### config.mk
export PLATFORM = sky130hd
export DESIGN_NAME = jxl_extra_lane_cfg
export DESIGN_NICKNAME = d
export VERILOG_FILES = /design/src/jxl_pkg.sv /design/src/jxl_axi_slave.sv /design/src/jxl_extra_lane_cfg.sv /design/src/jxl_lane_decode.sv
export SDC_FILE = /design/constraint.sdc
export NUM_CORES = 1
export LEC_CHECK = 0
export ABC_AREA = 1
export BUFFER_PORTS_ARGS = -buffer_cell sky130_fd_sc_hd__buf_4
export CELL_PAD_IN_SITES_DETAIL_PLACEMENT = 1
export CELL_PAD_IN_SITES_GLOBAL_PLACEMENT = 1
export CORE_MARGIN = 10
export CORE_UTILIZATION = 39
export DETAILED_ROUTE_END_ITERATION = 6
export PLACE_DENSITY_LB_ADDON = 0.1
export SLEW_MARGIN = 20
export SYNTH_ARGS = -nofsm -noshare
export SYNTH_HDL_FRONTEND = slang
export SYNTH_SLANG_ARGS = --single-unit
export TNS_END_PERCENT = 10
### constraint.sdc
create_clock -name clock_in -period 2.6 [get_ports clock_in]
set_input_delay 0.39 -clock clock_in [delete_from_list [all_inputs] [get_ports clock_in]]
set_output_delay 0.39 -clock clock_in [all_outputs]
set_load 0.05 [all_outputs]
### src/jxl_pkg.sv
// Package: register map, field layout and decode constants for the link B lane block
package jxl_pkg;
  // Register indices as printed (not all multiples of four, byte address = 4 * index)
  localparam logic [11:0] JXL_IDX_EXTRA_LANE = 12'h20B;
  localparam logic [11:0] JXL_IDX_SYNC_MODE = 12'h20F;
  localparam logic [11:0] JXL_IDX_DOWNCONVERTER_CONFIG = 12'h210;
  localparam logic [11:0] JXL_IDX_OVERRANGE_THRESHOLD_ZERO = 12'h211;
  localparam int JXL_ADDR_W = 14;
  // Reset values
  localparam logic [7:0] JXL_RST_EXTRA_LANE = 8'h00;
  localparam logic [7:0] JXL_RST_SYNC_MODE = 8'h00;
  localparam logic [7:0] JXL_RST_DOWNCONVERTER_CONFIG = 8'h00;
  localparam logic [7:0] JXL_RST_OVERRANGE_THRESHOLD_ZERO = 8'hF2;
  // Field positions
  localparam int JXL_SER_BIT = 0;
  localparam int JXL_LANE_LSB = 1;
  localparam int JXL_LANE_MSB = 7;
  localparam int JXL_LANES = 8;
  // Sync header content encodings
  localparam logic [1:0] JXL_SH_CRC12 = 2'h0;
  localparam logic [1:0] JXL_SH_FEC = 2'h2;
  // Test pattern codes
  localparam logic [3:0] JXL_TEST_OFF = 4'h0;
  localparam logic [3:0] JXL_TEST_RAMP = 4'h4;
  localparam logic [3:0] JXL_TEST_FIVE = 4'h5;
  // Sync word bits per multiblock
  localparam int JXL_SYNC_BITS = 32;
  // AXI responses
  localparam logic [1:0] JXL_RESP_OKAY = 2'h0;
  localparam logic [1:0] JXL_RESP_SLVERR = 2'h2;
  typedef enum logic [1:0] {
    JXL_SH_OUT_CRC = 2'h1,
    JXL_SH_OUT_FEC = 2'h2
  } jxl_sh_t;
endpackage

### src/jxl_axi_slave.sv
// AXI4-Lite slave front end: takes one write and one read, hands them on as strobes
module jxl_axi_slave (
  // Clock and reset
  input wire logic clock_in,
  input wire logic nrst_in,
  // Write channels
  input wire logic [jxl_pkg::JXL_ADDR_W-1:0] awaddr_in,
  input wire logic awvalid_in,
  output logic awready_out,
  input wire logic [31:0] wdata_in,
  input wire logic [3:0] wstrb_in,
  input wire logic wvalid_in,
  output logic wready_out,
  output logic [1:0] bresp_out,
  output logic bvalid_out,
  input wire logic bready_in,
  // Read channels
  input wire logic [jxl_pkg::JXL_ADDR_W-1:0] araddr_in,
  input wire logic arvalid_in,
  output logic arready_out,
  output logic [31:0] rdata_out,
  output logic [1:0] rresp_out,
  output logic rvalid_out,
  input wire logic rready_in,
  // Register file side
  output logic wr_en_out,
  output logic [11:0] wr_idx_out,
  output logic [7:0] wr_data_out,
  output logic rd_en_out,
  output logic [11:0] rd_idx_out,
  input wire logic [7:0] rd_data_in,
  input wire logic wr_hit_in,
  input wire logic rd_hit_in
);
  import jxl_pkg::*;
  logic aw_have_q, w_have_q, rd_wait_q;
  logic [11:0] aw_idx_q;
  logic [7:0] w_data_q;
  logic w_lane_q;
  logic skip_clr;

  // A write with byte lane 0 off stores nothing, but must still free both halves,
  // otherwise the readies would stay low for good after its response
  assign skip_clr = aw_have_q && w_have_q && !w_lane_q && !bvalid_out;

  // Write address and data are latched separately, in either order
  always_ff @(posedge clock_in) begin
    if (!nrst_in) begin
      aw_have_q <= 1'b0;
      w_have_q <= 1'b0;
      aw_idx_q <= 12'h000;
      w_data_q <= 8'h00;
      w_lane_q <= 1'b0;
    end else begin
      if (awvalid_in && awready_out) begin
        aw_have_q <= 1'b1;
        aw_idx_q <= awaddr_in[13:2];
      end
      if (wvalid_in && wready_out) begin
        w_have_q <= 1'b1;
        w_data_q <= wdata_in[7:0];
        w_lane_q <= wstrb_in[0];
      end
      if (wr_en_out || skip_clr) begin
        aw_have_q <= 1'b0;
        w_have_q <= 1'b0;
      end
    end
  end

  // Ready only while a slot is free and no response is pending
  always_ff @(posedge clock_in) begin
    if (!nrst_in) begin
      awready_out <= 1'b0;
      wready_out <= 1'b0;
    end else begin
      awready_out <= !aw_have_q && !(awvalid_in && awready_out) && !bvalid_out && !wr_en_out;
      wready_out <= !w_have_q && !(wvalid_in && wready_out) && !bvalid_out && !wr_en_out;
    end
  end

  // Write strobe fires once both halves are held; lane 0 byte enable gates storage
  always_ff @(posedge clock_in) begin
    if (!nrst_in) begin
      wr_en_out <= 1'b0;
      wr_idx_out <= 12'h000;
      wr_data_out <= 8'h00;
    end else begin
      wr_en_out <= aw_have_q && w_have_q && !wr_en_out && !bvalid_out && w_lane_q;
      wr_idx_out <= aw_idx_q;
      wr_data_out <= w_data_q;
    end
  end

  // Write response; a write with byte lane 0 off completes with no effect
  always_ff @(posedge clock_in) begin
    if (!nrst_in) begin
      bvalid_out <= 1'b0;
      bresp_out <= JXL_RESP_OKAY;
    end else if (bvalid_out) begin
      if (bready_in) bvalid_out <= 1'b0;
    end else if (wr_en_out) begin
      bvalid_out <= 1'b1;
      bresp_out <= wr_hit_in ? JXL_RESP_OKAY : JXL_RESP_SLVERR;
    end else if (aw_have_q && w_have_q && !w_lane_q) begin
      bvalid_out <= 1'b1;
      bresp_out <= JXL_RESP_OKAY;
    end
  end

  // Read path: address taken, one cycle to look up, data held until rready
  always_ff @(posedge clock_in) begin
    if (!nrst_in) begin
      arready_out <= 1'b0;
      rd_en_out <= 1'b0;
      rd_idx_out <= 12'h000;
      rd_wait_q <= 1'b0;
      rvalid_out <= 1'b0;
      rdata_out <= 32'h0000_0000;
      rresp_out <= JXL_RESP_OKAY;
    end else begin
      arready_out <= !rd_wait_q && !(arvalid_in && arready_out) && !rvalid_out;
      rd_en_out <= arvalid_in && arready_out;
      if (arvalid_in && arready_out) begin
        rd_idx_out <= araddr_in[13:2];
        rd_wait_q <= 1'b1;
      end
      if (rd_en_out) begin
        rvalid_out <= 1'b1;
        rdata_out <= {24'h000000, rd_data_in};
        rresp_out <= rd_hit_in ? JXL_RESP_OKAY : JXL_RESP_SLVERR;
        rd_wait_q <= 1'b0;
      end else if (rvalid_out && rready_in) begin
        rvalid_out <= 1'b0;
      end
    end
  end
endmodule // jxl_axi_slave

### src/jxl_extra_lane_cfg.sv
// Top: link B extra lane and sync header configuration with AXI4-Lite registers
//
// The AXI4-Lite slave port is this design's own decision.
module jxl_extra_lane_cfg (
  // Clock and reset
  input wire logic clock_in,
  input wire logic nrst_in,
  // AXI4-Lite write
  input wire logic [jxl_pkg::JXL_ADDR_W-1:0] awaddr_in,
  input wire logic awvalid_in,
  output logic awready_out,
  input wire logic [31:0] wdata_in,
  input wire logic [3:0] wstrb_in,
  input wire logic wvalid_in,
  output logic wready_out,
  output logic [1:0] bresp_out,
  output logic bvalid_out,
  input wire logic bready_in,
  // AXI4-Lite read
  input wire logic [jxl_pkg::JXL_ADDR_W-1:0] araddr_in,
  input wire logic arvalid_in,
  output logic arready_out,
  output logic [31:0] rdata_out,
  output logic [1:0] rresp_out,
  output logic rvalid_out,
  input wire logic rready_in,
  // Link-level controls from elsewhere in the device
  input wire logic link_global_enable_in,
  input wire logic [7:0] link_mode_lanes_in,
  input wire logic link_mode_is_66b_in,
  input wire logic [3:0] link_test_pattern_select_in,
  input wire logic channel_power_down_in,
  // Lane controls
  output logic [7:0] lane_clk_en_out,
  output logic [7:0] lane_ser_en_out,
  output logic [7:0] lane_ramp_out,
  output logic [3:0] lane_test_pattern_out,
  // Sync header stream controls
  output logic sh_crc12_en_out,
  output logic sh_fec_en_out,
  output logic sh_cmd_en_out,
  output logic [5:0] sh_data_bits_out,
  // Register values for other blocks
  output logic [7:0] downconverter_config_out,
  output logic [7:0] overrange_threshold_zero_out
);
  import jxl_pkg::*;

  logic wr_en, rd_en, wr_hit, rd_hit;
  logic [11:0] wr_idx, rd_idx;
  logic [7:0] wr_data, rd_data;
  logic [7:0] extra_lane_q, sync_mode_q, downconverter_config_q, overrange_threshold_zero_q;
  logic [1:0] sh_sel;
  jxl_sh_t sh_q, sh_d;
  logic sh_valid;

  // Index decode used by both write and read paths
  function automatic logic idx_hit(input logic [11:0] idx);
    idx_hit = (idx == JXL_IDX_EXTRA_LANE) || (idx == JXL_IDX_SYNC_MODE) ||
              (idx == JXL_IDX_DOWNCONVERTER_CONFIG) || (idx == JXL_IDX_OVERRANGE_THRESHOLD_ZERO);
  endfunction

  assign wr_hit = idx_hit(wr_idx);
  assign rd_hit = idx_hit(rd_idx);

  // Bus front end
  jxl_axi_slave u_axi (
    .clock_in(clock_in),
    .nrst_in(nrst_in),
    .awaddr_in(awaddr_in),
    .awvalid_in(awvalid_in),
    .awready_out(awready_out),
    .wdata_in(wdata_in),
    .wstrb_in(wstrb_in),
    .wvalid_in(wvalid_in),
    .wready_out(wready_out),
    .bresp_out(bresp_out),
    .bvalid_out(bvalid_out),
    .bready_in(bready_in),
    .araddr_in(araddr_in),
    .arvalid_in(arvalid_in),
    .arready_out(arready_out),
    .rdata_out(rdata_out),
    .rresp_out(rresp_out),
    .rvalid_out(rvalid_out),
    .rready_in(rready_in),
    .wr_en_out(wr_en),
    .wr_idx_out(wr_idx),
    .wr_data_out(wr_data),
    .rd_en_out(rd_en),
    .rd_idx_out(rd_idx),
    .rd_data_in(rd_data),
    .wr_hit_in(wr_hit),
    .rd_hit_in(rd_hit)
  );

  // Register storage; all eight bits kept, reserved ones included
  // Writes are not blocked while the link is enabled: software must clear the
  // global enable first, as changing lanes live would glitch the link
  always_ff @(posedge clock_in) begin
    if (!nrst_in) begin
      extra_lane_q <= JXL_RST_EXTRA_LANE;
      sync_mode_q <= JXL_RST_SYNC_MODE;
      downconverter_config_q <= JXL_RST_DOWNCONVERTER_CONFIG;
      overrange_threshold_zero_q <= JXL_RST_OVERRANGE_THRESHOLD_ZERO;
    end else if (wr_en) begin
      case (wr_idx)
        JXL_IDX_EXTRA_LANE: extra_lane_q <= wr_data;
        JXL_IDX_SYNC_MODE: sync_mode_q <= wr_data;
        JXL_IDX_DOWNCONVERTER_CONFIG: downconverter_config_q <= wr_data;
        JXL_IDX_OVERRANGE_THRESHOLD_ZERO: overrange_threshold_zero_q <= wr_data;
        default: ;
      endcase
    end
  end

  // Read mux, sampled by the bus front end one cycle after the address
  always_comb begin
    case (rd_idx)
      JXL_IDX_EXTRA_LANE: rd_data = extra_lane_q;
      JXL_IDX_SYNC_MODE: rd_data = sync_mode_q;
      JXL_IDX_DOWNCONVERTER_CONFIG: rd_data = downconverter_config_q;
      JXL_IDX_OVERRANGE_THRESHOLD_ZERO: rd_data = overrange_threshold_zero_q;
      default: rd_data = 8'h00;
    endcase
  end

  // Lane enables; gated by the global enable so changes land only when enabled
  jxl_lane_decode u_lanes (
    .clock_in(clock_in),
    .nrst_in(nrst_in),
    .mode_lanes_in(link_global_enable_in ? link_mode_lanes_in : 8'h00),
    .extra_lane_in(link_global_enable_in ? extra_lane_q[JXL_LANE_MSB:JXL_LANE_LSB] : 7'h00),
    .extra_ser_in(extra_lane_q[JXL_SER_BIT]),
    .powered_in(!channel_power_down_in),
    .test_sel_in(link_test_pattern_select_in),
    .lane_clk_en_out(lane_clk_en_out),
    .lane_ser_en_out(lane_ser_en_out),
    .lane_ramp_out(lane_ramp_out)
  );

  // Test pattern per link follows the selection; the ramp override is per lane
  always_ff @(posedge clock_in) begin
    if (!nrst_in) begin
      lane_test_pattern_out <= JXL_TEST_OFF;
    end else begin
      lane_test_pattern_out <= link_test_pattern_select_in;
    end
  end

  // Sync header content select; reserved codes fall back to CRC-12
  assign sh_sel = sync_mode_q[1:0];
  assign sh_valid = link_global_enable_in && link_mode_is_66b_in;
  always_comb begin
    case (sh_sel)
      JXL_SH_FEC: sh_d = JXL_SH_OUT_FEC;
      default: sh_d = JXL_SH_OUT_CRC;
    endcase
  end

  always_ff @(posedge clock_in) begin
    if (!nrst_in) begin
      sh_q <= JXL_SH_OUT_CRC;
      sh_crc12_en_out <= 1'b0;
      sh_fec_en_out <= 1'b0;
    end else begin
      sh_q <= sh_d;
      case (sh_d)
        JXL_SH_OUT_FEC: begin
          sh_crc12_en_out <= 1'b0;
          sh_fec_en_out <= sh_valid;
        end
        JXL_SH_OUT_CRC: begin
          sh_crc12_en_out <= sh_valid;
          sh_fec_en_out <= 1'b0;
        end
        default: begin
          sh_crc12_en_out <= 1'b0;
          sh_fec_en_out <= 1'b0;
        end
      endcase
    end
  end

  // Command channel never used, sync word width fixed
  always_ff @(posedge clock_in) begin
    if (!nrst_in) begin
      sh_cmd_en_out <= 1'b0;
      sh_data_bits_out <= 6'h00;
    end else begin
      sh_cmd_en_out <= 1'b0;
      sh_data_bits_out <= 6'(JXL_SYNC_BITS);
    end
  end

  // Plain register values for the downconverter and over-range logic
  always_ff @(posedge clock_in) begin
    if (!nrst_in) begin
      downconverter_config_out <= JXL_RST_DOWNCONVERTER_CONFIG;
      overrange_threshold_zero_out <= JXL_RST_OVERRANGE_THRESHOLD_ZERO;
    end else begin
      downconverter_config_out <= downconverter_config_q;
      overrange_threshold_zero_out <= overrange_threshold_zero_q;
    end
  end

  // Assertions
  a_lane_clk_extra: assert property (@(posedge clock_in) disable iff (!nrst_in)
    $past(link_global_enable_in && !channel_power_down_in && extra_lane_q[1]
      && link_mode_lanes_in[0]) |-> lane_clk_en_out[1])
    else $error("extra lane 1 clock not enabled");
  a_lane_unused_ok: assert property (@(posedge clock_in) disable iff (!nrst_in)
    $past(link_global_enable_in && !channel_power_down_in && extra_lane_q[3]
      && !link_mode_lanes_in[3]) |-> lane_clk_en_out[3])
    else $error("extra lane ignored when mode leaves it unused");
  a_ser_off_only: assert property (@(posedge clock_in) disable iff (!nrst_in)
    $past(!extra_lane_q[0] && !link_mode_lanes_in[2]) |-> !lane_ser_en_out[2])
    else $error("serializer on with serializer bit clear");
  a_ser_on_extra: assert property (@(posedge clock_in) disable iff (!nrst_in)
    $past(link_global_enable_in && !channel_power_down_in && extra_lane_q[0]
      && extra_lane_q[1] && link_mode_lanes_in[0]) |-> lane_ser_en_out[1])
    else $error("serializer of extra lane not enabled");
  a_ramp_extra: assert property (@(posedge clock_in) disable iff (!nrst_in)
    $past(link_global_enable_in && extra_lane_q[5] && !link_mode_lanes_in[5]
      && link_test_pattern_select_in == JXL_TEST_FIVE) |-> lane_ramp_out[5])
    else $error("ramp missing on extra lane");
  a_pd_wins: assert property (@(posedge clock_in) disable iff (!nrst_in)
    $past(channel_power_down_in) |-> lane_clk_en_out == 8'h00 && lane_ser_en_out == 8'h00)
    else $error("lanes on while powered down");
  a_ser_contig: assert property (@(posedge clock_in) disable iff (!nrst_in)
    lane_ser_en_out[4] |-> &lane_clk_en_out[4:0])
    else $error("serializer clocked without lower lanes");
  a_sh_gate: assert property (@(posedge clock_in) disable iff (!nrst_in)
    $past(!link_mode_is_66b_in) |-> !sh_crc12_en_out && !sh_fec_en_out)
    else $error("sync header active outside 64b66b");
  a_sh_fec: assert property (@(posedge clock_in) disable iff (!nrst_in)
    $past(sync_mode_q[1:0] == JXL_SH_FEC && sh_valid) |-> sh_fec_en_out && !sh_crc12_en_out)
    else $error("FEC not selected");
  a_cmd_idle: assert property (@(posedge clock_in) disable iff (!nrst_in)
    $past(nrst_in) |-> !sh_cmd_en_out && sh_data_bits_out == 6'h20)
    else $error("command channel or sync width wrong");
  c_extra_ser: cover property (@(posedge clock_in) lane_ser_en_out[7]);
  c_ramp: cover property (@(posedge clock_in) |lane_ramp_out);
  c_fec: cover property (@(posedge clock_in) sh_fec_en_out);
endmodule // jxl_extra_lane_cfg

### src/jxl_lane_decode.sv
// Lane decode: per-lane clock, serializer and ramp enables from configuration
module jxl_lane_decode (
  // Clock and reset
  input wire logic clock_in,
  input wire logic nrst_in,
  // Configuration
  input wire logic [7:0] mode_lanes_in,
  input wire logic [7:1] extra_lane_in,
  input wire logic extra_ser_in,
  input wire logic powered_in,
  input wire logic [3:0] test_sel_in,
  // Lane controls
  output logic [7:0] lane_clk_en_out,
  output logic [7:0] lane_ser_en_out,
  output logic [7:0] lane_ramp_out
);
  import jxl_pkg::*;
  logic [7:0] clk_d, ser_d, ramp_d;
  logic [7:0] want_ser;
  logic test_ramp;

  assign test_ramp = (test_sel_in == JXL_TEST_OFF) || (test_sel_in == JXL_TEST_FIVE);

  // Per-lane enables; power-down forces clock and serializer off, ramp flags ignore it
  generate
    for (genvar n = 0; n < JXL_LANES; n++) begin : g_lane
      logic extra;
      if (n == 0) begin : g_zero
        assign extra = 1'b0;
      end else begin : g_more
        assign extra = extra_lane_in[n];
      end
      assign clk_d[n] = powered_in && (mode_lanes_in[n] || extra);
      assign want_ser[n] = mode_lanes_in[n] || (extra && extra_ser_in);
      // Serializer clock only reaches lane n if every lower lane is enabled
      assign ser_d[n] = powered_in && want_ser[n] && (&clk_d[n:0]);
      assign ramp_d[n] = extra && !mode_lanes_in[n] && test_ramp;
    end
  endgenerate

  // Registered so every top output comes from a flip-flop
  always_ff @(posedge clock_in) begin
    if (!nrst_in) begin
      lane_clk_en_out <= 8'h00;
      lane_ser_en_out <= 8'h00;
      lane_ramp_out <= 8'h00;
    end else begin
      lane_clk_en_out <= clk_d;
      lane_ser_en_out <= ser_d;
      lane_ramp_out <= ramp_d;
    end
  end
endmodule // jxl_lane_decode

After elaboration in Yosys (flattened, before gate mapping)
Cells that the tools add are included.

operators by class
  muxes and demuxes = 15
  reduce and logical (&&, ||, !) cells = 121
  equal/unequal tests = 12
  bitwise logic cells = 2

operators with widths
  operator                                          number
  == test 12 x 10 -> 1 bit (second input constant)  8
  logical AND 1 bit                                 62
  case mux 8 bit (4 select lines)                   1
  logical OR 1 bit                                  22
  zero test 1 bit                                   18
  AND reduction 2 bit                               8
  2-to-1 mux 2 bit                                  5
  2-to-1 mux 8 bit                                  1
  AND reduction 8 bit                               1
  2-to-1 mux 7 bit                                  1
  AND reduction 7 bit                               1
  2-to-1 mux 1 bit                                  6
  2-to-1 mux 6 bit                                  1
  AND reduction 6 bit                               1
  AND reduction 5 bit                               1
  == test 2 bit (second input constant)             2
  == test 4 x 3 -> 1 bit (second input constant)    1
  zero test 4 bit                                   1
  AND reduction 4 bit                               1
  nonzero test 2 bit                                2
  OR reduction 2 bit                                2
  AND reduction 3 bit                               1
  == test 2 x 1 -> 1 bit (second input constant)    1
  inverter 1 bit                                    2

word-level totals
  bits in registers = 159
  input port bits = 86
  word-level logic and storage cells = 183
  output and inout bits = 94

Logic depth before layout (Yosys ltp)
Gate-level depths: netlist of the first run.

  depth after elaboration = 6
  gate-level depth with buffers = 10

Cells and area by module
From an unflattened synthesis of the first run, not the netlist that was laid out.

unflattened totals
  cells, all modules = 875
  area total of the unflattened synthesis = 6,336.1 µm²

by module, submodules not included
  module              times used  cells each  area an instance (µm²)
  jxl_extra_lane_cfg  1           462         2,949.1
  jxl_axi_slave       1           315         2,596.2
  jxl_lane_decode     1           98          790.8

Worst setup path before layout of the first run
OpenSTA, ideal clock, no wires.

  path type = reg2reg
  start point = register u_axi.awready_out
  end point = register u_axi.aw_idx_q[10]
  required time = 2.536 ns
  arrival time = 1.332 ns
  setup time = 0.064 ns
  period minus slack after synthesis = 1.396 ns
  buffers on the path = 1
  path slack = 1.204 ns
  cell stages (with the launch flop) = 6
  cell sequence = dfxtp_1 > nand2_1 > inv_1 > clkbuf_1 > nor2_1 > nor2_1

on the way
  longest elaborated chain between the ends = 1

ends and longest elaborated chain
  element                 line                 RTL
  start, declared         jxl_axi_slave.sv:9   output logic awready_out,
  start signal, assigned  jxl_axi_slave.sv:77  awready_out <= !aw_have_q && !(awvalid_in && awready_out) && !bvalid_out && !wr_en_out;
  logical AND 1 bit       jxl_axi_slave.sv:55  if (awvalid_in && awready_out) begin
  end signal, assigned    jxl_axi_slave.sv:57  aw_idx_q <= awaddr_in[13:2];
  end, declared           jxl_axi_slave.sv:37  logic [11:0] aw_idx_q;

No other way between the ends.
A chain may end at the register's enable or synchronous reset.

Worst setup path after layout of the first run
  start point = register u_axi.wr_idx_out[11]
  end point = register overrange_threshold_zero_q[0]

on the way
  longest elaborated chain between the ends = 2

ends and longest elaborated chain
  element                               line                       RTL
  start, declared                       jxl_axi_slave.sv:27        output logic [11:0] wr_idx_out,
  start signal, assigned                jxl_axi_slave.sv:90        wr_idx_out <= aw_idx_q;
  == test 12 x 10 -> 1 bit              jxl_extra_lane_cfg.sv:107  case (wr_idx)
  AND reduction 2 bit (no source line)  -
  end signal, assigned                  jxl_extra_lane_cfg.sv:111  JXL_IDX_OVERRANGE_THRESHOLD_ZERO: overrange_threshold_zero_q <= wr_data;
  end, declared                         jxl_extra_lane_cfg.sv:52   logic [7:0] extra_lane_q, sync_mode_q, downconverter_config_q, overrange_threshold_zero_q;

No other way between the ends.

==> results by group, run 1 <==
Status
  • Status: finished clean

Critical path
  • Crit path largest cell delay: ~0.35 ns
  • Crit path DAT: about 2.1 ns
  • CP Max Fanout: 11
  • Critical path startpoint: u_axi.wr_idx_out[11]$_SDFF_PN0_
  • Worst r2r src: u_axi.wr_idx_out[11]$_SDFF_PN0_
  • Required @ worst endpoint: roughly 2.9 ns
  • Bufs and invs on worst path: 0
  • WP depth: 6
  • Worst r2r dst: overrange_threshold_zero_q[0]$_SDFFE_PN0P_
  • Crit-path cells: or2_1 -> nor2_4 -> and2_1 -> nand3_2 -> o21ai_0 -> a21oi_1
  • Last element of the critical path: overrange_threshold_zero_q[0]$_SDFFE_PN0P_
  • R2R cell count: 6
  • Slowest CP cell: and2_1
  • Critical path class: register to register
  • Worst Setup Start Kind: register
  • Top Family by Delay on Critical Path: simple AND/OR/NAND/NOR gates
  • Worst setup EP type: register
  • Reg2Reg Setup Slack: 0.82 ns

Floorplanning
  • DIE AREA: about 20,000 µm²
  • Chip height: roughly 140 µm
  • Core Region: 14,600 µm²
  • Die width: 143 µm
  • Io pins: 180
  • # rows: 44
  • Starting Density: between 40% and 50%

STA
  • FMAX: 561 MHz
  • Slew Limit Fails: 0
  • Unrepaired setup endpoints after global routing: no
  • Final WS setup: roughly 0.82 ns
  • Clk_skew: 0.00649 ns
  • Period utilization: between 60% and 70%
  • Final Hold Viols: 0
  • Fin Setup TNS: 0 ns
  • Slew margin rel.: roughly 52%
  • Tightest Pin Transition: 0.718 ns
  • Minimum clock period: 1.78 ns
  • Final setup fails: 0

CTS
  • Root buf cell: clkbuf_16
  • Hold buffer count at cts: 0
  • Clock buffer depth: 2
  • Clk slew on worst S/H paths: 0.06 ns
  • Worst skew pair latency: roughly 0.42 ns
  • CTS sink cnt: 150
  • Post-CTS Resized: 0
  • H-tree levels: 4
  • Total CTS buffers: 17
  • CTS tree: done
  • Postcts setup bufs: 0

GRT
  • Vias in the first global route: around 5,400
  • Congestion Overflow GR: 0
  • GR Util All Layers: 15.9%
  • Initial antenna violation count: 0
  • First-pass GRT wire length: ~26,000 µm
  • Largest net degree at the start of global routing: 53

Drt
  • Avg WL per Cell: between 10 and 15 µm
  • DRC: 0
  • Initial DRC Count: 142
  • DRT Pass-1 Iters: 4
  • Wire length after detailed routing: about 16,000 µm
  • Via density: ~4.7
  • DRT antenna net count: 0
  • Vias: between 4,000 and 5,000

Placed design
  • DP Area: ~6700 µm²
  • Cells after DPL: 1,039
  • Post-DP HPWL: approximately 12,000 µm
  • Placer Congestion: about 0.83
  • PortBufs: 115
  • Pre-CTS setup slack: 0.661 ns

Cells and area
  • Synth-to-layout area growth: 24.6%
  • Layout cells sized above 1: 19.6%
  • Most frequent cells in the layout: 150 x dfxtp_1, 137 x nand2_1, 120 x buf_4
  • Diode count: 0
  • Nets: 960
  • Post-route insts no fill: 1,071
  • Final Cell Area: 7320 µm²
  • Storage cell area: about 3000 µm²
  • Commonest non-fill, non-tap cell in the layout: dfxtp_1
  • Fillers: roughly 1,800
  • Area of the multi-input gates: roughly 2100 µm²

Pwr
  • Pwr Density: roughly 740 nW/µm²
  • Max VDD drop: between 0.4 and 0.5 mV
  • LEAKAGE: about 3.5 nW

Logic synthesis
  • Number of synthesized flops with an enable pin: 0
  • Async SR Flop Fraction: 0%
  • Post-synth top flop: dfxtp_1
  • Netlist cell types: 33
  • Mapped Avg Cell Area: 7.67 µm²
  • Post-synthesis register bit count: 150
  • Sequential area share after synthesis: 51.1%
  • Syn Std Cell Area: roughly 5900 µm²
  • Mapped Cells: 766
  • Synthesis warning total: 0

Min path
  • Hold Path Stages: 2
  • Tightest Hold Check Type: input pin to register

Run
  • Max-cap violations: 0
[state kept, by name, indices dropped and copies added (netlist names), 4 cells and up]
name                          cells
u_axi.aw_idx_q                   12
downconverter_config_out          8
lane_test_pattern_out             4
u_axi.rd_idx_out                 12
u_axi.wr_idx_out                 12
u_lanes.lane_ser_en_out           7
u_lanes.lane_clk_en_out           8
u_axi.rdata_out                   8
u_axi.w_data_q                    8
overrange_threshold_zero_out      8
sync_mode_q                       8
downconverter_config_q            8
overrange_threshold_zero_q        8
u_axi.wr_data_out                 8
extra_lane_q                      8
u_lanes.lane_ramp_out             7
[Yosys cell counts (all sizes together), types with 2 or more instances]
cell type | count | area [µm²]
and2 | 2 | 13.8
nor3 | 9 | 45.0
nand3 | 54 | 298
nand4 | 15 | 93.8
clkinv | 2 | 7.51
o21ai | 67 | 339
or2 | 7 | 43.8
dfxtp | 150 | 3000
a21oi | 46 | 230
nor2 | 86 | 365
buf | 51 | 355
nand2 | 138 | 521
a211oi | 3 | 22.5
nor4 | 4 | 25.0
clkbuf | 12 | 45.0
inv | 116 | 435
[layout make-up]
class	instances	share of cell area, %
repair buffers	120	12.3
well taps	184	3.14
clock inverters	8	1.30
clock buffers	24	6.85
flip-flops and latches	150	41.0
inverters	118	6.05
multi-input cells	467	29.4
[layer usage]
layer / vias up / share of wire (%) / GRT usage (%)
li1: 2553 / - / -
met1: 2316 / 43 / 17.7
met2: 106 / 50 / 27.7
met3: 22 / 5.5 / 5.17
met4: 0 / 1.8 / 6.08
met5: - / 0 / 0
[kinds of logic after synthesis]
group / after synthesis / share of synthesized area (%)
AO/OA/AOI/OAI: 117 / 10.2
XOR/XNOR: 1 / 0.149
buffers and inverters: 181 / 14.4
flip-flops: 150 / 51.1
other: 1 / 0.0638
AND/OR/NAND/NOR: 316 / 24.1
[worst min-delay path by stage]
stage | startpoint | endpoint
after detailed placement | u_axi.w_data_q[2]$_SDFFE_PN0P_ | u_axi.wr_data_out[2]$_SDFF_PN0_
final | link_mode_lanes_in[1] | u_lanes.lane_ramp_out[1]$_SDFF_PN0_
after global placement | u_axi.rd_wait_q$_SDFFE_PP0P_ | u_axi.arready_out$_SDFF_PN0_
after floorplan | u_axi.rd_wait_q$_SDFFE_PP0P_ | u_axi.arready_out$_SDFF_PN0_
after global routing | link_mode_lanes_in[1] | u_lanes.lane_ramp_out[1]$_SDFF_PN0_
after CTS | link_mode_lanes_in[1] | u_lanes.lane_ramp_out[1]$_SDFF_PN0_
[power by group]
part	total, mW	leakage (nW)	internal [mW]	switching (mW)
sequential	2.42	1.22	2.37	0.0431
clock	2.46	0.292	1.53	0.923
combinational	0.514	2.01	0.145	0.370
[through the flow]
step / hold slack, ns / power (mW) / utilization, %
2_1_floorplan: 0.399 / 2.86 / -
3_3_place_gp: 0.418 / 2.96 / 45.9
3_5_place_dp: 0.418 / 2.98 / 45.9
4_1_cts: 0.128 / 5.43 / 50.0
5_1_grt: 0.124 / 5.61 / 50.0
6_report: 0.144 / 5.39 / 50.0
No activity file was read; power rests on OpenSTA's default activity.
==> inputs of run 2 (changes only) <==
CORE_UTILIZATION = 36   (was 39)
clock period = 1.65 ns   (was 2.6 ns; I/O delays follow)
==> run 2 against run 1 <==
  * Sequential cell count did not move
  * Critical path depth unchanged
  * Fmax grew 12%
  * Wire length rose by 5.0%
  * Non-clock buffer count rose by 23
  * Highest routed layer unchanged
  * Utilization shrank 2.7 points
  * Worst setup slack worse by 0.76 ns
  * Sequential power grew 57%
  * Clock power is 49% higher
  * Final cell count is 5.1% higher
==> results by group, run 2 (synthesized netlist as in run 1, its figures left out) <==
Status
  • Status: finished clean

CTS
  • Root buf cell: clkbuf_16
  • Clock buffer depth: 2
  • Total CTS buffers: 17
  • CTS tree: done
  • Clk slew on worst S/H paths: 0.06 ns
  • Worst skew pair latency: about 0.43 ns
  • CTS sink cnt: 150
  • H-tree levels: 4

GRT
  • Initial antenna violation count: 0
  • Congestion Overflow GR: 0
  • First-pass GRT wire length: 27,400 µm
  • Largest net degree at the start of global routing: 39
  • Vias in the first global route: ~5,500
  • GR Util All Layers: ~15%

STA
  • Tightest Pin Transition: 0.628 ns
  • Minimum clock period: roughly 1.6 ns
  • Final WS setup: ~0.06 ns
  • FMAX: between 600 and 700 MHz
  • Period utilization: a little over nine tenths
  • Unrepaired setup endpoints after global routing: yes
  • Slew Limit Fails: 0
  • Slew margin rel.: 58.0%
  • Final setup fails: 0
  • Clk_skew: ~0.0072 ns
  • Final Hold Viols: 0

Run
  • Max-cap violations: 0

Floorplanning
  • Chip height: ~150 µm
  • Core Region: around 16,000 µm²
  • DIE AREA: about 22,000 µm²
  • # rows: 46
  • Die width: between 100 and 150 µm
  • Io pins: 180
  • Starting Density: approximately 37%

Critical path
  • Critical path class: register to register
  • Crit path DAT: between 1.5 and 2 ns
  • Crit-path cells: or2_1 -> nor2_4 -> and2_2 -> nand3_2 -> o21ai_0 -> a21oi_1
  • Worst setup EP type: register
  • CP Max Fanout: 16
  • Crit path largest cell delay: about 0.30 ns
  • Worst Setup Start Kind: register
  • Slowest CP cell: dfxtp_1
  • Required @ worst endpoint: ~2.0 ns

Pwr
  • Sequential fraction of design power: between 40% and 50%
  • Clock Power Share: a little over two fifths
  • Pwr Density: 1110 nW/µm²
  • Switching share of power: about a quarter
  • LEAKAGE: 3.63 nW
  • Power Internal: approximately 6.2 mW
  • Max VDD drop: roughly 0.75 mV
  • Net switching power: around 2.2 mW
  • Gate power share: 10.4%

Placed design
  • Post-DP HPWL: between 10,000 and 15,000 µm
  • Cells after DPL: 1,088
  • PortBufs: roughly 120
  • Pre-CTS setup slack: about 0.050 ns
  • Placer Congestion: about 0.82

Drt
  • Wire length after detailed routing: ~17,000 µm
  • DRC: 0
  • Via density: roughly 4.5
  • Avg WL per Cell: roughly 15 µm
  • DRT Pass-1 Iters: 4
  • Initial DRC Count: roughly 170
  • Vias: 5,079
  • DRT antenna net count: 0

Cells and area
  • Fin util: a little under half
  • Commonest non-fill, non-tap cell in the layout: dfxtp_1
  • Largest regs: u_axi.aw_idx_q: 12 flops, u_axi.rd_idx_out: 12 flops, u_axi.wr_idx_out: 12 flops
  • Synth-to-layout area growth: 28.5%
  • Most frequent cells in the layout: 150 x dfxtp_1, 137 x nand2_1, 136 x buf_4
  • Nets: just under 1,000
  • Post-route insts no fill: approximately 1,100
  • Layout cells sized above 1: approximately a fifth
  • Diode count: 0

Min path
  • Tightest Hold Check Type: input pin to register
[run 2: final timing paths]
| path | startpoint | to | slack [ns] | cells past startpoint |
|---|---|---|---|---|
| worst max-delay path | u_axi.wr_idx_out[11]$_SDFF_PN0_ | sync_mode_q[3]$_SDFFE_PN0P_ | 0.06 | 6 |
| worst min-delay path | link_test_pattern_select_in[0] | lane_test_pattern_out[0]$_SDFF_PN0_ | 0.02 | 3 |
| worst max register to register | u_axi.wr_idx_out[11]$_SDFF_PN0_ | sync_mode_q[3]$_SDFFE_PN0P_ | 0.06 | 6 |
| worst min register to register | u_axi.aw_idx_q[8]$_SDFFE_PN0P_ | u_axi.wr_idx_out[8]$_SDFF_PN0_ | 0.42 | 2 |
[run 2: area by class of cell]
type | instances | area [µm²]
clock inverter | 12 | 103
clock buffer | 20 | 457
tap | 216 | 270
multi-input combinational | 467 | 2160
fill | 2030 | 8390
inverter | 118 | 443
timing repair buffer | 143 | 1110
sequential | 150 | 3000
[run 2: stage by stage]
| stage | area (µm²) | total power [mW] | hold WS, ns | TNS (ns) |
|---|---|---|---|---|
| after floorplan | 6000 | 4.50 | 0.275 | 0 |
| final | 7550 | 8.34 | 0.0201 | 0 |
| after global placement | 6910 | 4.70 | 0.406 | 0 |
| after global routing | 7550 | 8.74 | 0.0217 | -0.672 |
| after CTS | 7510 | 8.45 | 0.000623 | 0 |
| after detailed placement | 6910 | 4.73 | 0.421 | 0 |
[run 2: power groups by stage]
| stage | Combinational [mW] | Clock, mW | Sequential [mW] |
|---|---|---|---|
| after detailed placement | 0.846 | 0 | 3.89 |
| after floorplan | 0.558 | 0 | 3.94 |
| after global routing | 0.955 | 3.96 | 3.82 |
| after CTS | 0.857 | 3.78 | 3.81 |
| after global placement | 0.822 | 0 | 3.88 |
| final | 0.864 | 3.67 | 3.81 |
[run 2: worst max-delay path, delay by kind of cell (launching register included)]
| kind | cells | cell delay (ns) |
|---|---|---|
| flops | 1 | 0.30 |
| compound gates | 2 | 0.34 |
| simple gates | 4 | 0.84 |
[run 2: metal layers]
metal | routed length [µm] | track usage (%) | vias to the layer above
met5 | 0 | 0 | -
met4 | 235 | 5.30 | 0
met3 | 908 | 5.34 | 17
met2 | 8250 | 26.5 | 100
met1 | 7290 | 17.6 | 2360
li1 | - | - | 2602
[run 2: repair_timing]
item,CTS,global route
hold endpoints to repair,4,1
hold buffers,4,1
endpoints found under the setup margin,0,29
gates resized for setup,0,5
setup buffers,0,1
==> inputs of run 3 (changes only) <==
CORE_UTILIZATION = 37   (was 36)
SYNTH_HIERARCHICAL = 1   (was unset)
==> run 3 against run 2 <==
  * Final cell count rose by 8.8%
  * Count of clock-buffer cells in the layout rose by 2
  * Sequential share of layout area fell by 2.2 points
  * Wire length rose by 1.9%
  * Synthesized cell count rose by 14%
  * Sequential cell count did not move
  * Die area rose by 4.2%
  * Clock skew rose by 0.0025 ns
  * Area after synthesis rose by 7.8%
  * Critical path depth rose by 2
  * Via count rose by 7.4%
  * Power rose by 3.7%
  * Highest routed layer unchanged
==> results by group, run 3 <==
GRT
  • GR Util All Layers: between 15 and 20%
  • First-pass GRT wire length: approximately 28,000 µm
  • Congestion Overflow GR: 0
  • Largest net degree at the start of global routing: 34
  • Initial antenna violation count: 0
  • Vias in the first global route: roughly 5,500

Floorplanning
  • Io pins: 180
  • Die width: 151 µm
  • Chip height: approximately 150 µm
  • # rows: 47
  • Starting Density: a little under two fifths
  • Core Region: approximately 17,000 µm²
  • DIE AREA: ~23,000 µm²

STA
  • Slew Limit Fails: 0
  • Final WS setup: ~0.18 ns
  • Fin Setup TNS: 0 ns
  • Clk_skew: 0.00972 ns
  • Final Hold Viols: 0
  • Period utilization: between 80% and 90%
  • Hold WS: around 0.021 ns
  • Final setup fails: 0
  • Minimum clock period: approximately 1.5 ns
  • Tightest Pin Transition: roughly 0.52 ns
  • Unrepaired setup endpoints after global routing: no
  • Slew margin rel.: between 60% and 70%
  • FMAX: approximately 700 MHz

Critical path
  • Worst Setup Start Kind: register
  • Crit path DAT: 1.81 ns
  • Critical path class: register to register
  • Required @ worst endpoint: 2.00 ns
  • Worst setup EP type: register
  • CP Max Fanout: 8
  • Reg2Reg Setup Slack: 0.18 ns

Drt
  • Avg WL per Cell: roughly 14 µm
  • Initial DRC Count: 220
  • DRT antenna net count: 0
  • Vias: 5,456
  • DRT Pass-1 Iters: 4
  • Via density: roughly 4.5
  • DRC: 0
  • Wire length after detailed routing: 17,000 µm

Cells and area
  • Diode count: 0
  • Nets: around 1,100
  • Commonest non-fill, non-tap cell in the layout: nand2_1
  • Most frequent cells in the layout: 160 x nand2_1, 154 x nor2_1, 150 x dfxtp_1
  • Fin util: 47.8%
  • Largest regs: u_axi/aw_idx_q: 12 flops, u_axi/rd_idx_out: 12 flops, u_axi/wr_idx_out: 12 flops
  • Final Cell Area: ~8000 µm²
  • Layout cells sized above 1: ~21%
  • Synth-to-layout area growth: 26.1%

Logic synthesis
  • Synth top area share: between 40% and 50%
  • Mapped Cells: a little under 900
  • Post-synthesis register bit count: 150
  • Top cells by instance count after synthesis: 160 x nand2_1, 154 x nor2_1, 150 x dfxtp_1
  • Async SR Flop Fraction: 0%
  • Synthesis warning total: 6
  • Sequential area share after synthesis: a little under half
  • Number of synthesized flops with an enable pin: 0
  • Largest area contributor in the synthesized netlist: dfxtp_1
  • Post-synth top flop: dfxtp_1
  • Mapped Avg Cell Area: between 7 and 8 µm²
  • Area contributors post-synth: dfxtp_1 47%, nand2_1 9.5%, nor2_1 9.1%
  • Syn Std Cell Area: 6340 µm²
  • Netlist cell types: 32
  • Top-count cell post-synth: nand2_1

Pwr
  • Switching share of power: roughly a quarter
  • Clock Power Share: between 40 and 50%
  • Power Internal: approximately 6.4 mW
  • Sequential fraction of design power: between 40 and 50%
  • Max VDD drop: roughly 0.73 mV
  • Net switching power: roughly 2.2 mW
  • Gate power share: a little under an eighth
  • Pwr Density: ~1100 nW/µm²
  • LEAKAGE: around 4 nW

Placed design
  • Post-DP HPWL: roughly 13,000 µm
  • Placer Congestion: approximately 0.83
  • DP Area: 7390 µm²
  • Pre-CTS setup slack: between 0.15 and 0.2 ns
  • PortBufs: roughly 120

CTS
  • Root buf cell: clkbuf_16
  • Hold buffer count at cts: 0
  • Clock buffer depth: 2
  • CTS tree: done
  • Postcts setup bufs: 0
  • H-tree levels: 4
  • Worst skew pair latency: around 0.42 ns
  • Post-CTS Resized: 0
  • Clk slew on worst S/H paths: roughly 0.060 ns
  • Total CTS buffers: 17
  • CTS sink cnt: 150

Status
  • Status: finished clean

Min path
  • Tightest Hold Check Type: input pin to register

Run
  • Max-cap violations: 0
-- run 3: power by group through the flow --
stage | registers, mW | clock network, mW | logic, mW
2_1_floorplan | 4.00 | 0 | 0.621
3_3_place_gp | 3.90 | 0 | 0.976
3_5_place_dp | 3.90 | 0 | 0.988
4_1_cts | 3.82 | 3.95 | 0.994
5_1_grt | 3.84 | 4.13 | 1.09
6_report | 3.82 | 3.85 | 0.985
-- run 3: worst max-delay path, stage by stage, from the launching register on --
cell	delay, ns
dfxtp_1	0.47
nand3_2	0.20
nor2_4	0.24
nand3_1	0.11
nand2_1	0.07
inv_1	0.04
nand2_1	0.09
nor2_1	0.06
nor2_1	0.12
-- run 3: through the flow --
stage	power, mW	instances
2_1_floorplan	4.62	905
4_1_cts	8.76	1225
3_3_place_gp	4.87	1193
6_report	8.66	1225
5_1_grt	9.05	1225
3_5_place_dp	4.89	1193
-- run 3: logic make-up (layout without fill, tap and decap cells) --
kind of cell,count (synthesis),in the layout,synth area share (%)
other,3,33,0.178
AOI/OAI and AO/OA,58,58,4.66
buffers and inverters,224,324,16.2
and+or+nand+nor,440,440,31.6
DFF,150,150,47.4
-- run 3: per-layer routing --
metal  up-vias  track usage, %  part of all wire [%]  wire length, µm
li1       2823               -                     -                -
met2       111            24.8                    47             8020
met5         -               0                     0                0
met3        15            4.71                   6.3             1070
met1      2507            18.2                    45             7660
met4         0            5.53                   1.4              242
-- run 3: path summary, 6_finish.rpt --
path / end / from / depth (start not counted)
setup / recovery: u_axi/rdata_out[5]$_SDFFE_PN0P_ / u_axi/rd_idx_out[1]$_SDFFE_PN0P_ / 8
hold / removal: lane_test_pattern_out[0]$_SDFF_PN0_ / link_test_pattern_select_in[0] / 3
setup reg to reg: u_axi/rdata_out[5]$_SDFFE_PN0P_ / u_axi/rd_idx_out[1]$_SDFFE_PN0P_ / 8
hold reg to reg: u_axi/wr_idx_out[8]$_SDFF_PN0_ / u_axi/aw_idx_q[8]$_SDFFE_PN0P_ / 2
-- run 3: area by class of cell --
class | count | area (µm²)
Tap cell | 220 | 275
Clock buffer | 22 | 474
Clock inverter | 10 | 123
Timing Repair Buffer | 132 | 1090
Inverter | 160 | 601
Sequential cell | 150 | 3000
Multi-Input combinational cell | 531 | 2420
Fill cell | 2156 | 8710
